`src/rec_pkg.sv`:
```
package rec_pkg;
    // ----------------------------------------------------------------
    // geometry
    // ----------------------------------------------------------------
    localparam int         NUM_PORTS    = 8;
    localparam int         NUM_CHANS    = 32;
    localparam int         SA_BITS      = 5;
    localparam int         PORT_LSB     = 9;      // index stride 200h per port
    localparam int         NUM_RW_SLOTS = 12;
    localparam int         INTEG_BITS   = 32;     // loop code integration, in line bits
    // ----------------------------------------------------------------
    // register indexes within one port (byte address = 4 * index)
    // ----------------------------------------------------------------
    localparam logic [8:0] IDX_SA_IRQ_EN  = 9'h0A6;
    localparam logic [8:0] IDX_SIG_EN1    = 9'h0A8;
    localparam logic [8:0] IDX_SIG_EN2    = 9'h0A9;
    localparam logic [8:0] IDX_SIG_EN3    = 9'h0AA;
    localparam logic [8:0] IDX_SIG_EN4    = 9'h0AB;
    localparam logic [8:0] IDX_UP_FIRST   = 9'h0AC;
    localparam logic [8:0] IDX_UP_SECOND  = 9'h0AD;
    localparam logic [8:0] IDX_DN_FIRST   = 9'h0AE;
    localparam logic [8:0] IDX_DN_SECOND  = 9'h0AF;
    localparam logic [8:0] IDX_CTRL       = 9'h0F0;
    localparam logic [8:0] IDX_EVT_MASK   = 9'h0F1;
    localparam logic [8:0] IDX_SA_MASK    = 9'h0F2;
    localparam logic [8:0] IDX_EVT_STATUS = 9'h0F3;
    localparam logic [8:0] IDX_RT_STATUS  = 9'h0F4;
    // ----------------------------------------------------------------
    // storage slots
    // ----------------------------------------------------------------
    localparam logic [3:0] SLOT_SA_IRQ_EN  = 4'h0;
    localparam logic [3:0] SLOT_SIG_EN1    = 4'h1;
    localparam logic [3:0] SLOT_SIG_EN2    = 4'h2;
    localparam logic [3:0] SLOT_SIG_EN3    = 4'h3;
    localparam logic [3:0] SLOT_SIG_EN4    = 4'h4;
    localparam logic [3:0] SLOT_UP_FIRST   = 4'h5;
    localparam logic [3:0] SLOT_UP_SECOND  = 4'h6;
    localparam logic [3:0] SLOT_DN_FIRST   = 4'h7;
    localparam logic [3:0] SLOT_DN_SECOND  = 4'h8;
    localparam logic [3:0] SLOT_CTRL       = 4'h9;
    localparam logic [3:0] SLOT_EVT_MASK   = 4'hA;
    localparam logic [3:0] SLOT_SA_MASK    = 4'hB;
    localparam logic [3:0] SLOT_EVT_STATUS = 4'hC;
    localparam logic [3:0] SLOT_RT_STATUS  = 4'hD;
    // ----------------------------------------------------------------
    // fields, masks, reset
    // ----------------------------------------------------------------
    localparam int         BIT_BD_SAX  = 0;
    localparam int         BIT_SA6     = 1;
    localparam int         BIT_SIG     = 3;
    localparam int         BIT_LUP     = 4;
    localparam int         BIT_LDN     = 5;
    localparam int         BIT_E1      = 0;
    localparam int         LEN_LSB     = 4;
    localparam logic [7:0] REG_RESET   = 8'h00;
    localparam logic [7:0] CTRL_WMASK  = 8'hF1;
    localparam logic [7:0] EMASK_WMASK = 8'h38;
    localparam logic [7:0] SAM_WMASK   = 8'h1F;
    localparam logic [7:0] W1C_MASK    = 8'h3B;
    localparam logic [1:0] RESP_OKAY   = 2'h0;
    localparam logic [1:0] RESP_SLVERR = 2'h2;
endpackage

```
`src/rec_loop_match.sv`:
```
module rec_loop_match #(
    parameter int          CNT_W = 8,
    parameter logic [7:0]  INTEG = 8'(rec_pkg::INTEG_BITS)
) (
    input  wire logic        clk,
    input  wire logic        reset_n,
    input  wire logic [15:0] pattern,
    input  wire logic [3:0]  len_m1,
    input  wire logic        restart,
    input  wire logic        line_bit,
    input  wire logic        line_bit_en,
    output logic             detected
);
    typedef struct packed {
        logic [3:0]       phase;
        logic [CNT_W-1:0] count;
        logic             det;
    } rec_match_type;

    rec_match_type s;
    rec_match_type n;

    always_comb begin
        n = s;
        if (restart) begin
            n = '0;
        end else if (line_bit_en) begin
            // only phases up to len_m1 are compared, except after len_m1 is lowered below the current phase
            if (line_bit == pattern[4'hF - s.phase]) begin
                n.phase = (s.phase == len_m1) ? 4'h0 : 4'(s.phase + 4'h1);
                if (s.count < CNT_W'(INTEG)) begin
                    n.count = CNT_W'(s.count + 1'b1);
                end
            end else if (line_bit == pattern[15]) begin
                // resync on the first pattern bit instead of losing a whole period
                n.phase = (len_m1 == 4'h0) ? 4'h0 : 4'h1;
                n.count = CNT_W'(1);
            end else begin
                n.phase = 4'h0;
                n.count = '0;
            end
        end
        n.det = (n.count >= CNT_W'(INTEG));
    end

    always_ff @(posedge clk or negedge reset_n) begin
        if (!reset_n) begin
            s <= '0;
        end else begin
            s <= n;
        end
    end

    assign detected = s.det;
endmodule // rec_loop_match

```
`src/rec_rx_event_regs.sv`:
```
// Register access over AXI4-Lite was decided locally.
module rec_rx_event_regs #(
    parameter int ADDR_W = 16
) (
    input  wire logic              clk,
    input  wire logic              reset_n,
    input  wire logic [ADDR_W-1:0] s_axi_awaddr,
    input  wire logic              s_axi_awvalid,
    output logic                   s_axi_awready,
    input  wire logic [31:0]       s_axi_wdata,
    input  wire logic [3:0]        s_axi_wstrb,
    input  wire logic              s_axi_wvalid,
    output logic                   s_axi_wready,
    output logic [1:0]             s_axi_bresp,
    output logic                   s_axi_bvalid,
    input  wire logic              s_axi_bready,
    input  wire logic [ADDR_W-1:0] s_axi_araddr,
    input  wire logic              s_axi_arvalid,
    output logic                   s_axi_arready,
    output logic [31:0]            s_axi_rdata,
    output logic [1:0]             s_axi_rresp,
    output logic                   s_axi_rvalid,
    input  wire logic              s_axi_rready,
    input  wire logic [7:0]        rx_line_bit,
    input  wire logic [7:0]        rx_line_bit_en,
    input  wire logic [255:0]      sig_change_strobe,
    input  wire logic [7:0]        boc_detect_evt,
    input  wire logic [7:0]        sa6_codeword_evt,
    input  wire logic [39:0]       sax_bits,
    output wire logic [7:0]        loop_up_condition,
    output wire logic [7:0]        loop_down_condition,
    output logic                   irq
);
    // ----------------------------------------------------------------
    // state
    // ----------------------------------------------------------------
    typedef enum logic [1:0] {
        WR_COLLECT = 2'b01,
        WR_RESP    = 2'b10
    } rec_wr_type;

    typedef struct packed {
        logic [7:0][11:0][7:0] cfg;
        logic [7:0][7:0]       status;
        logic [7:0][4:0]       sax_prev;
        logic [7:0]            lup_prev;
        logic [7:0]            ldn_prev;
        rec_wr_type            wr;
        logic                  aw_held;
        logic                  w_held;
        logic [ADDR_W-1:0]     awaddr;
        logic [7:0]            wdata;
        logic                  wstrb0;
        logic [1:0]            bresp;
        logic                  rvalid;
        logic [7:0]            rdata;
        logic [1:0]            rresp;
    } rec_state_type;

    localparam rec_state_type ST_RESET = '{
        cfg: {rec_pkg::NUM_PORTS * rec_pkg::NUM_RW_SLOTS{rec_pkg::REG_RESET}},
        wr: WR_COLLECT,
        default: '0
    };

    rec_state_type st;
    rec_state_type nx;

    logic [7:0]           restart_up;
    logic [7:0]           restart_dn;
    wire logic [7:0][7:0] irq_en;

    // ----------------------------------------------------------------
    // address decode
    // ----------------------------------------------------------------
    // returns {mapped, slot}; port lives in the bits above the offset
    function automatic logic [4:0] decode(input logic [ADDR_W-1:0] a);
        logic [8:0] off;
        logic [3:0] slot;
        logic       hit;
        off  = a[rec_pkg::PORT_LSB+1:2];
        hit  = 1'b1;
        case (off)
            rec_pkg::IDX_SA_IRQ_EN:  slot = rec_pkg::SLOT_SA_IRQ_EN;
            rec_pkg::IDX_SIG_EN1:    slot = rec_pkg::SLOT_SIG_EN1;
            rec_pkg::IDX_SIG_EN2:    slot = rec_pkg::SLOT_SIG_EN2;
            rec_pkg::IDX_SIG_EN3:    slot = rec_pkg::SLOT_SIG_EN3;
            rec_pkg::IDX_SIG_EN4:    slot = rec_pkg::SLOT_SIG_EN4;
            rec_pkg::IDX_UP_FIRST:   slot = rec_pkg::SLOT_UP_FIRST;
            rec_pkg::IDX_UP_SECOND:  slot = rec_pkg::SLOT_UP_SECOND;
            rec_pkg::IDX_DN_FIRST:   slot = rec_pkg::SLOT_DN_FIRST;
            rec_pkg::IDX_DN_SECOND:  slot = rec_pkg::SLOT_DN_SECOND;
            rec_pkg::IDX_CTRL:       slot = rec_pkg::SLOT_CTRL;
            rec_pkg::IDX_EVT_MASK:   slot = rec_pkg::SLOT_EVT_MASK;
            rec_pkg::IDX_SA_MASK:    slot = rec_pkg::SLOT_SA_MASK;
            rec_pkg::IDX_EVT_STATUS: slot = rec_pkg::SLOT_EVT_STATUS;
            rec_pkg::IDX_RT_STATUS:  slot = rec_pkg::SLOT_RT_STATUS;
            default: begin
                slot = 4'h0;
                hit  = 1'b0;
            end
        endcase
        // only word-aligned accesses to ports 0..7 hit
        if (a[1:0] != 2'h0 || a[ADDR_W-1:rec_pkg::PORT_LSB+5] != '0) begin
            hit = 1'b0;
        end
        return {hit, slot};
    endfunction

    function automatic logic [7:0] wmask(input logic [3:0] slot);
        case (slot)
            rec_pkg::SLOT_CTRL:     return rec_pkg::CTRL_WMASK;
            rec_pkg::SLOT_EVT_MASK: return rec_pkg::EMASK_WMASK;
            rec_pkg::SLOT_SA_MASK:  return rec_pkg::SAM_WMASK;
            default:                return 8'hFF;
        endcase
    endfunction

    // ----------------------------------------------------------------
    // next state
    // ----------------------------------------------------------------
    always_comb begin
        logic [4:0]  wdec;
        logic [4:0]  rdec;
        logic [2:0]  wport;
        logic [2:0]  rport;
        logic        wr_go;
        logic        e1;
        logic [31:0] sig_en;
        logic        sax_chg;
        logic [7:0]  set;
        logic [7:0]  clr;
        logic        wr_here;
        nx         = st;
        restart_up = '0;
        restart_dn = '0;
        wdec       = '0;
        rdec       = '0;
        wport      = '0;
        rport      = '0;
        wr_go      = 1'b0;
        e1         = 1'b0;
        sig_en     = '0;
        sax_chg    = 1'b0;
        set        = '0;
        clr        = '0;
        wr_here    = 1'b0;

        // write channels, taken in either order
        if (s_axi_awvalid && s_axi_awready) begin
            nx.aw_held = 1'b1;
            nx.awaddr  = s_axi_awaddr;
        end
        if (s_axi_wvalid && s_axi_wready) begin
            nx.w_held  = 1'b1;
            nx.wdata   = s_axi_wdata[7:0];
            nx.wstrb0  = s_axi_wstrb[0];
        end
        case (st.wr)
            WR_COLLECT: begin
                if (nx.aw_held && nx.w_held) begin
                    wr_go      = 1'b1;
                    wdec       = decode(nx.awaddr);
                    wport      = nx.awaddr[rec_pkg::PORT_LSB+4:rec_pkg::PORT_LSB+2];
                    nx.bresp   = wdec[4] ? rec_pkg::RESP_OKAY : rec_pkg::RESP_SLVERR;
                    nx.aw_held = 1'b0;
                    nx.w_held  = 1'b0;
                    nx.wr      = WR_RESP;
                end
            end
            WR_RESP: begin
                if (s_axi_bready) begin
                    nx.wr = WR_COLLECT;
                end
            end
            default: nx.wr = WR_COLLECT;
        endcase

        for (int p = 0; p < rec_pkg::NUM_PORTS; p++) begin
            e1      = st.cfg[p][rec_pkg::SLOT_CTRL][rec_pkg::BIT_E1];
            wr_here = wr_go && wdec[4] && nx.wstrb0 && (wport == 3'(p));
            // channels 25..32 only exist on an E1 line
            sig_en  = {st.cfg[p][rec_pkg::SLOT_SIG_EN4] & {8{e1}},
                       st.cfg[p][rec_pkg::SLOT_SIG_EN3],
                       st.cfg[p][rec_pkg::SLOT_SIG_EN2],
                       st.cfg[p][rec_pkg::SLOT_SIG_EN1]};
            sax_chg = |((sax_bits[p*rec_pkg::SA_BITS +: rec_pkg::SA_BITS] ^ st.sax_prev[p])
                        & ~st.cfg[p][rec_pkg::SLOT_SA_MASK][4:0]);
            nx.sax_prev[p] = sax_bits[p*rec_pkg::SA_BITS +: rec_pkg::SA_BITS];
            nx.lup_prev[p] = loop_up_condition[p];
            nx.ldn_prev[p] = loop_down_condition[p];

            set = '0;
            set[rec_pkg::BIT_BD_SAX] = e1 ? sax_chg : boc_detect_evt[p];
            set[rec_pkg::BIT_SA6]    = e1 && sa6_codeword_evt[p];
            set[rec_pkg::BIT_SIG]    = |(sig_change_strobe[p*rec_pkg::NUM_CHANS +: rec_pkg::NUM_CHANS]
                                         & sig_en);
            set[rec_pkg::BIT_LUP]    = loop_up_condition[p] && !st.lup_prev[p];
            set[rec_pkg::BIT_LDN]    = loop_down_condition[p] && !st.ldn_prev[p];
            clr = (wr_here && wdec[3:0] == rec_pkg::SLOT_EVT_STATUS) ? (nx.wdata & rec_pkg::W1C_MASK) : 8'h00;
            // a new event in the clearing cycle survives the clear
            nx.status[p] = (st.status[p] & ~clr) | set;

            if (wr_here && wdec[3:0] < 4'(rec_pkg::NUM_RW_SLOTS)) begin
                nx.cfg[p][wdec[3:0]] = nx.wdata & wmask(wdec[3:0]);
                restart_up[p] = (wdec[3:0] == rec_pkg::SLOT_UP_FIRST);
                restart_dn[p] = (wdec[3:0] == rec_pkg::SLOT_DN_FIRST);
            end
        end

        // read channel: one outstanding read, answer next cycle
        if (st.rvalid && s_axi_rready) begin
            nx.rvalid = 1'b0;
        end
        if (s_axi_arvalid && s_axi_arready) begin
            rdec      = decode(s_axi_araddr);
            rport     = s_axi_araddr[rec_pkg::PORT_LSB+4:rec_pkg::PORT_LSB+2];
            nx.rvalid = 1'b1;
            nx.rresp  = rdec[4] ? rec_pkg::RESP_OKAY : rec_pkg::RESP_SLVERR;
            if (!rdec[4]) begin
                nx.rdata = 8'h00;
            end else if (rdec[3:0] == rec_pkg::SLOT_EVT_STATUS) begin
                nx.rdata = st.status[rport];
            end else if (rdec[3:0] == rec_pkg::SLOT_RT_STATUS) begin
                nx.rdata = {6'h00, loop_down_condition[rport], loop_up_condition[rport]};
            end else begin
                nx.rdata = st.cfg[rport][rdec[3:0]];
            end
        end
    end

    always_ff @(posedge clk or negedge reset_n) begin
        if (!reset_n) begin
            st <= ST_RESET;
        end else begin
            st <= nx;
        end
    end

    // ----------------------------------------------------------------
    // loop code detectors
    // ----------------------------------------------------------------
    for (genvar g = 0; g < rec_pkg::NUM_PORTS; g++) begin : g_port
        // first register MSB leads; unused tail bits are compared only after a CTRL write cuts the length below the current phase
        rec_loop_match u_up (
            .clk         (clk),
            .reset_n     (reset_n),
            .pattern     ({st.cfg[g][rec_pkg::SLOT_UP_FIRST], st.cfg[g][rec_pkg::SLOT_UP_SECOND]}),
            .len_m1      (st.cfg[g][rec_pkg::SLOT_CTRL][7:rec_pkg::LEN_LSB]),
            .restart     (restart_up[g]),
            .line_bit    (rx_line_bit[g]),
            .line_bit_en (rx_line_bit_en[g]),
            .detected    (loop_up_condition[g])
        );
        rec_loop_match u_dn (
            .clk         (clk),
            .reset_n     (reset_n),
            .pattern     ({st.cfg[g][rec_pkg::SLOT_DN_FIRST], st.cfg[g][rec_pkg::SLOT_DN_SECOND]}),
            .len_m1      (st.cfg[g][rec_pkg::SLOT_CTRL][7:rec_pkg::LEN_LSB]),
            .restart     (restart_dn[g]),
            .line_bit    (rx_line_bit[g]),
            .line_bit_en (rx_line_bit_en[g]),
            .detected    (loop_down_condition[g])
        );
        // T1 has no Sa6 source, so bit 1 only counts on E1
        assign irq_en[g] = {st.cfg[g][rec_pkg::SLOT_EVT_MASK][7:2],
                            st.cfg[g][rec_pkg::SLOT_SA_IRQ_EN][1]
                            & st.cfg[g][rec_pkg::SLOT_CTRL][rec_pkg::BIT_E1],
                            st.cfg[g][rec_pkg::SLOT_SA_IRQ_EN][0]};
    end

    // ----------------------------------------------------------------
    // outputs
    // ----------------------------------------------------------------
    assign irq           = |(st.status & irq_en);
    assign s_axi_awready = (st.wr == WR_COLLECT) && !st.aw_held;
    assign s_axi_wready  = (st.wr == WR_COLLECT) && !st.w_held;
    assign s_axi_bvalid  = (st.wr == WR_RESP);
    assign s_axi_bresp   = st.bresp;
    assign s_axi_arready = !st.rvalid;
    assign s_axi_rvalid  = st.rvalid;
    assign s_axi_rdata   = {24'h000000, st.rdata};
    assign s_axi_rresp   = st.rresp;
endmodule // rec_rx_event_regs

```
`config.mk`:
```
export PLATFORM = sky130hd
export DESIGN_NAME = rec_rx_event_regs
export DESIGN_NICKNAME = d
export VERILOG_FILES = /design/src/rec_pkg.sv /design/src/rec_loop_match.sv /design/src/rec_rx_event_regs.sv
export SDC_FILE = /design/constraint.sdc
export NUM_CORES = 2
export LEC_CHECK = 0
export ABC_AREA = 1
export BUFFER_PORTS_ARGS = -buffer_cell sky130_fd_sc_hd__buf_2
export CAP_MARGIN = 20
export CORE_UTILIZATION = 36
export CTS_CLUSTER_DIAMETER = 50
export DETAILED_ROUTE_END_ITERATION = 10
export HOLD_SLACK_MARGIN = 0.15
export PLACE_DENSITY_LB_ADDON = 0.2
export RECOVER_POWER = 100
export SYNTH_ARGS = -nofsm -noshare
export SYNTH_HDL_FRONTEND = slang
export SYNTH_SLANG_ARGS = --single-unit
```
`constraint.sdc`:
```
create_clock -name clk -period 6.95 [get_ports clk]
set_clock_uncertainty 0.1 [all_clocks]
set_input_delay 0.3475 -clock clk [delete_from_list [all_inputs] [get_ports clk]]
set_output_delay 0.3475 -clock clk [all_outputs]
set_load 0.02 [all_outputs]
```
# After elaboration in Yosys (flattened, before gate mapping)
# Cells that the tools add are included.
dict set report word_totals {
  register_bits 1138
  inputBits 403
  out_inout_bits 58
  elab_cells 807
}
dict set report classes {
  n_addsub 48
  n_lt_le_gt_ge 53
  eq_ne 95
  mux 228
  n_bitwise 81
  reduce_logical 130
}
# cell count
set op_table {}
lappend op_table {{96-bit bitwise mux} 8}
lappend op_table {{12-bit 2-to-1 mux} 60}
lappend op_table {{96-bit binary-select mux with 3-bit select} 1}
lappend op_table {{32-bit bitwise AND} 8}
lappend op_table {{32-bit OR reduction} 8}
lappend op_table {{9-bit by 8-bit == test with 1-bit output, second input constant} 28}
lappend op_table {{8-bit 2-to-1 mux} 30}
lappend op_table {{8-bit bitwise AND} 24}
lappend op_table {{8-bit by 1-bit adder with 8-bit output, second input constant} 16}
lappend op_table {{8-bit by 6-bit >= comparator with 1-bit output, second input constant} 16}
lappend op_table {{8-bit by 6-bit less-than comparator with 1-bit output, second input constant} 16}
lappend op_table {{4-bit case mux with 13 select lines} 2}
lappend op_table {{96-bit 2-to-1 mux} 1}
lappend op_table {{4-bit by 5-bit less-than comparator with 1-bit output, second input constant} 18}
lappend op_table {{4-bit 2-to-1 mux} 18}
lappend op_table {{4-bit by 1-bit adder with 4-bit output, second input constant} 16}
lappend op_table {{64-bit bitwise AND} 1}
lappend op_table {{1-bit binary-select mux with 4-bit select} 16}
lappend op_table {{4-bit == test} 16}
lappend op_table {{6-bit NOT with 8-bit output} 8}
lappend op_table {{8-bit by 6-bit bitwise OR with 8-bit output} 8}
lappend op_table {{64-bit OR reduction} 1}
lappend op_table {{4-bit subtractor, first input constant} 16}
lappend op_table {{1-bit 2-to-1 mux} 62}
lappend op_table {{other kinds (39)} 237}

# Logic depth before layout (Yosys ltp)
dict set report depth {
  depth_word 20
  ltp_mapped 22
  mapped_depth_nobuf 20
}

# Modules after synthesis
# From an unflattened synthesis, not the netlist that was laid out.
dict set report hier_totals {
  hier_cells 8385
  hier_area_um2 62716.4
}
# module n_inst cells_each area_each_um2 seq_area_each_um2
set by_module_without_submodules {}
lappend by_module_without_submodules {rec_rx_event_regs 1 6193 47321.6 22622.9}
lappend by_module_without_submodules {rec_loop_match 16 137 962.2 325.3}

# Worst setup path after synthesis
# OpenSTA, ideal clock, no wires.
dict set report synth_timing {
  path_type {reg2reg}
  startpoint {register st[40] (netlist bit)}
  endpoint {register st[679] (netlist bit)}
  setup_ns 0.130
  arrival_ns 2.762
  required_time_ns 6.720
  setup_slack_ns 3.958
  stages_incl_launch_ff 22
  n_path_buf 2
  synth_period_minus_slack_ns 2.992
  path_cell_list {dfstp_2 > inv_2 > nor2_4 > buf_6 > inv_2 > nor2_2 > nand2_1 > nand2_1 > nand2_1 > inv_2 > nand2_2 > inv_2 > nand2_1 > inv_1 > nand2_1 > nor2_1 > nand4_1 > nor2_4 > nand2_2 > buf_2 > nand2_1 > o21ai_1}
}
dict set report synth_via {
  word_cells_on_any_way 57
  classes_between {order compare: 3; eq/ne: 19; mux: 20; bitwise: 1; reduce/logical: 14}
}
# element line
set synth_rtl {}
lappend synth_rtl {{start, declared} rec_rx_event_regs.sv:66} ;# rec_state_type st;
lappend synth_rtl {{start signal, assigned} rec_rx_event_regs.sv:236} ;# st <= nx;
lappend synth_rtl {{2-bit by 1-bit == test with 1-bit output *} rec_rx_event_regs.sv:277} ;# assign s_axi_wready = (st.wr == WR_COLLECT) && !st.w_held;
lappend synth_rtl {{1-bit logical AND *} rec_rx_event_regs.sv:277}
lappend synth_rtl {{named net s_axi_wready} rec_rx_event_regs.sv:13} ;# output logic s_axi_wready,
lappend synth_rtl {{1-bit logical AND *} rec_rx_event_regs.sv:154} ;# if (s_axi_wvalid && s_axi_wready) begin
lappend synth_rtl {{1-bit 2-to-1 mux} rec_rx_event_regs.sv:154}
lappend synth_rtl {{1-bit logical AND} rec_rx_event_regs.sv:161} ;# if (nx.aw_held && nx.w_held) begin
lappend synth_rtl {{5-bit 2-to-1 mux} rec_rx_event_regs.sv:161}
lappend synth_rtl {{5-bit 2-to-1 mux} rec_rx_event_regs.sv:159} ;# case (st.wr)
lappend synth_rtl {{4-bit by 5-bit less-than comparator with 1-bit output (not written as such), or another cell as far along} rec_rx_event_regs.sv:205} ;# nx.cfg[p][wdec[3:0]] = nx.wdata & wmask(wdec[3:0]);
lappend synth_rtl {{1-bit logical AND (not written as such) or 8-bit case mux with 3 select lines (tied branches)} {rec_rx_event_regs.sv:205, rec_rx_event_regs.sv:111}}
lappend synth_rtl {{8-bit 2-to-1 mux, on equally long branches} {rec_rx_event_regs.sv:205, rec_rx_event_regs.sv:204}}
lappend synth_rtl {{8-bit demux with 4-bit select or 8-bit bitwise AND (tied branches)} rec_rx_event_regs.sv:205}
lappend synth_rtl {{96-bit bitwise mux} rec_rx_event_regs.sv:205}
# Mark *: on every way through the listed nets, which the timed path passes. The rest lies on a longest branch. The select of a mux whose other input is x is not followed.
# A chain may end at the register's enable or synchronous reset.

# Final worst setup path
dict set report layout_timing {
  startpoint {register st[40] (netlist bit)}
  endpoint {register st[582] (netlist bit)}
}
dict set report layout_via {
  elab_chain_len 16
  word_cells_on_any_way 52
  classes_between {order compare: 3; eq/ne: 16; mux: 18; bitwise: 1; reduce/logical: 14}
}
# element line
set layout_rtl {}
lappend layout_rtl {{2-bit by 1-bit == test with 1-bit output *} {rec_rx_event_regs.sv:159, rec_rx_event_regs.sv:276, rec_rx_event_regs.sv:277}}
lappend layout_rtl {{branches (longest 15 deep; another with 4-bit by 5-bit less-than comparator with 1-bit output)} -}
# Mark *: on every way between the ends. The select of a mux whose other input is x is not followed.

==> implementation parameters <==
Parameter                              Value

Floorplanning
  Full die area ... 0.170 mm^2
  Chip height ... 413 um
  Effective utilization at floorplan ... 0.363
  Number of placement rows ... 150
  Core outline area ... 0.167 mm^2
  Count of boundary I/O pins ... 461
  Die X-Extent ... 413 um

Synthesis
  Async SR Flop Fraction ... 1.00
  Flop and latch count out of synthesis ... 1112
  Distinct cell type count of the synthesized netlist ... 58
  Leading area contributor after synthesis ... sky130_fd_sc_hd__dfrtp_1
  Syn_area_per_cell ... 7.32 um^2
  Top cells by area, synth ... sky130_fd_sc_hd__dfrtp_1 46%, sky130_fd_sc_hd__nand2_1 14%, sky130_fd_sc_hd__o21ai_0 7.6%
  Number of flops mapped to enable cells by yosys ... 0
  Synthesized cell area ... 0.0607 mm^2
  Top-area cell type share of the netlist area ... 0.458
  Synthesized instance count ... 8291
  Portion of the post-synthesis area used by sequential elements ... 0.458
  Leading register cell type out of synthesis ... sky130_fd_sc_hd__dfrtp_1
  Yosys synthesis warning count ... 0

Finish
  Post-layout util ... 0.429
  Leading cell types in the layout, fill and taps excluded ... 2352 x sky130_fd_sc_hd__nand2_1, 1111 x sky130_fd_sc_hd__dfrtp_1, 971 x sky130_fd_sc_hd__o21ai_0
  Layout cell share with drive strength beyond 1 ... 0.0890
  Multi-input gate area ... 0.0272 mm^2
  Post-Layout Cell Count ... 11100
  Most frequent standard cell in the layout excluding fill and tap cells ... sky130_fd_sc_hd__nand2_1
  Storage element area ... 0.0278 mm^2
  Nets ... 9157
  Area growth from synthesis to layout ... 18.2%
  Number of fill cells ... 17000
  Design area ... 0.0717 mm^2

Critical path
  Worst reg2reg path endpoint ... st[582]
  Endpoint required time on the critical path ... 7.43 ns
  Type of origin of the critical path ... flop
  RR Startpoint ... st[40]
  R2R Setup Slk ... 0.59 ns
  CP Cell Sequence ... inv_2 -> nor2_4 -> inv_1 -> nor2_1 -> nand2_1 -> clkbuf_1 -> o21ai_1 -> clkbuf_2 -> o21ai_0
  Crit-path slowest cell ... sky130_fd_sc_hd__o21ai_1
  Biggest cell delay along the critical path ... 2.25 ns
  Cell count of the worst reg-to-reg path ... 9
  Worst setup path end ... st[582]
  Largest driver fanout on the critical path ... 52
  Data arrival at the endpoint of the critical path ... 6.84 ns
  Launching instance or port of the critical path ... st[40]
  Kind of end point of the critical path ... flop
  Critical Setup Path Class ... flop to flop

Global routing
  Antenna violations before repair ... 12
  All-layer global routing usage ... 0.297
  Global-route congestion overflow total ... 0
  Pin count of the biggest net entering global routing ... 198
  Global-route wire length before repair ... 376 mm
  Via count of the first global-routing pass ... 56200

Detailed routing
  Aggregate routed wire length ... 257 mm
  Count of unresolved DRC violations after routing ... 0
  Via Count ... 60100
  Routed Antenna Nets ... 0
  Wire length per cell after detailed routing ... 23.2 um
  Iter 0 DRT Violations ... 7204
  Post-detailed-route via-to-cell ratio ... 5.43
  Number of iterations in the first detailed-routing pass ... 6

CTS
  Clock latency on the worst-skew pair ... 0.79 ns
  CTS Root Cell ... sky130_fd_sc_hd__clkbuf_16
  Total CTS buffers ... 158
  Hold-fix buffers at CTS ... 201
  Number of buffers between clock root and the deepest sink ... 3
  Sinks on Clock Net ... 1112
  Number of H-tree levels ... 4
  TritonCTS clock tree ... yes
  Number of buffers added for setup after CTS ... 0
  Post-CTS clock slew at the launch and capture registers of the worst setup and hold paths ... 0.06 ns
  Cells resized by post-CTS repair ... 0

Place
  Weighted congestion at the end of routability-driven global placement ... 0.976
  Number of placed instances with taps included ... 10600
  Post-DP HPWL ... 182 mm
  Post-placement cell area ... 0.0645 mm^2
  # port buffers ... 407

STA
  Achievable clock frequency ... 157 MHz
  Setup Viol. Count Final ... 0
  Worst Tran Pin Value ... 3.08 ns
  Final number of max-transition violations ... 1137
  Setup repair after global routing missed its margin ... false
  Time the worst path needs with I/O delays and setup ... 6.36 ns
  Setup TNS Final ... 0 ns
  Crit share post-route ... 0.915
  Max_slew headroom ... -1.05
  Count of final hold-check violations ... 0

Hold path
  Class of the worst hold path ... primary input to flop

Run status
  Violated checks ... capacitance limit, slew limit
  Status ... finished, violations left

Job
  Max-cap violations ... 19

Power and ir drop
  Leak pwr ... 35.9 nW
  Pwr/cell area ... 280 mW/mm^2
  Largest voltage drop on the vdd net ... 0.000414 V
  Total power draw ... 20.1 mW
==> how the worst min path moves through the flow <==
stage,from,end,depth (start not counted)
6_report,s_axi_araddr[4],s_axi_rdata[1],8
5_1_grt,s_axi_awaddr[0],st[22],4
4_1_cts,s_axi_wdata[0],st[154],4
3_5_place_dp,reset_n,st[91],1
3_3_place_gp,reset_n,st[91],1
2_1_floorplan,reset_n,g_port[0].u_dn.detected,0
==> where the power goes <==
part / switching, mW / leakage (nW) / internal, mW
Combinational: 3.29 / 19.7 / 1.04
Sequential: 0.402 / 13.4 / 6.76
Clock: 3.32 / 2.74 / 5.30
Total: 7.01 / 35.9 / 13.1
==> through the flow <==
stage | hold WS (ns) | setup WS (ns)
floorplan | -0.0481 | 3.96
global placement | 0.334 | 2.16
detailed placement | 0.332 | 2.04
CTS | 0.150 | 1.38
global route | 0.240 | 0.475
finish | 0.203 | 0.592
==> sequential cells by signal (all words and copies together) (netlist names) <==
name	count
s_axi_rresp	1
g_port.u_up.s	96
g_port.u_dn.detected	8
g_port.u_up.detected	8
st	837
g_port.u_dn.s	96
s_axi_bresp	1
s_axi_rvalid	1
s_axi_rdata	8
irq_en	56
==> cell families (layout without fill, tap and decap cells) <==
logic type      count (synthesis)  after routing  share of synthesized area
simple gates                 3883           3883                      0.264
compound gates               1630           1630                      0.147
buf+inv                      1430           1970                     0.0942
flops                        1112           1112                      0.458
xor+xnor                      194            194                     0.0280
fa+ha+maj                      32             32                    0.00660
mux                             9              9                    0.00165
other cells                     1             28                  0.0000618
==> worst max-delay path: cells and delay by family, from the launching register on <==
family	cells	cell delay, ns
and+or+nand+nor	3	0.58
AOI/OAI and AO/OA	2	2.56
buffers and inverters	4	2.21
DFF	1	0.55
==> routing by layer <==
metal  global-route usage  vias to the layer above  wire length [um]
met5                    0                        -                36
li1                     -                    27500                 -
met3               0.0714                      554             26700
met4                0.124                        6             11900
met1                0.412                    28900            108000
met2                0.441                     3034            110000
==> cells in the mapped netlist, drive strengths merged, types with 29 or more instances <==
cell,count
nand4,103
o22ai,42
nand3,557
o21ai,995
xnor2,57
buf,156
inv,975
xor2,137
ha,32
a21oi,378
nand2,2363
nor3,35
clkbuf,296
dfrtp,1111
o221ai,29
nor2,753
o211ai,78
nor4,31
==> layout make-up <==
cell class	count	share of cell area
Timing Repair Buffer	698	0.0645
Sequential cell	1112	0.388
Clock inverter	92	0.0168
Tap cell	2204	0.0384
Clock buffer	202	0.0617
Inverter	978	0.0514
Antenna cell	2	0.0000698
Multi-Input combinational cell	5774	0.379
Note: power is estimated with default switching activity, not from simulation.
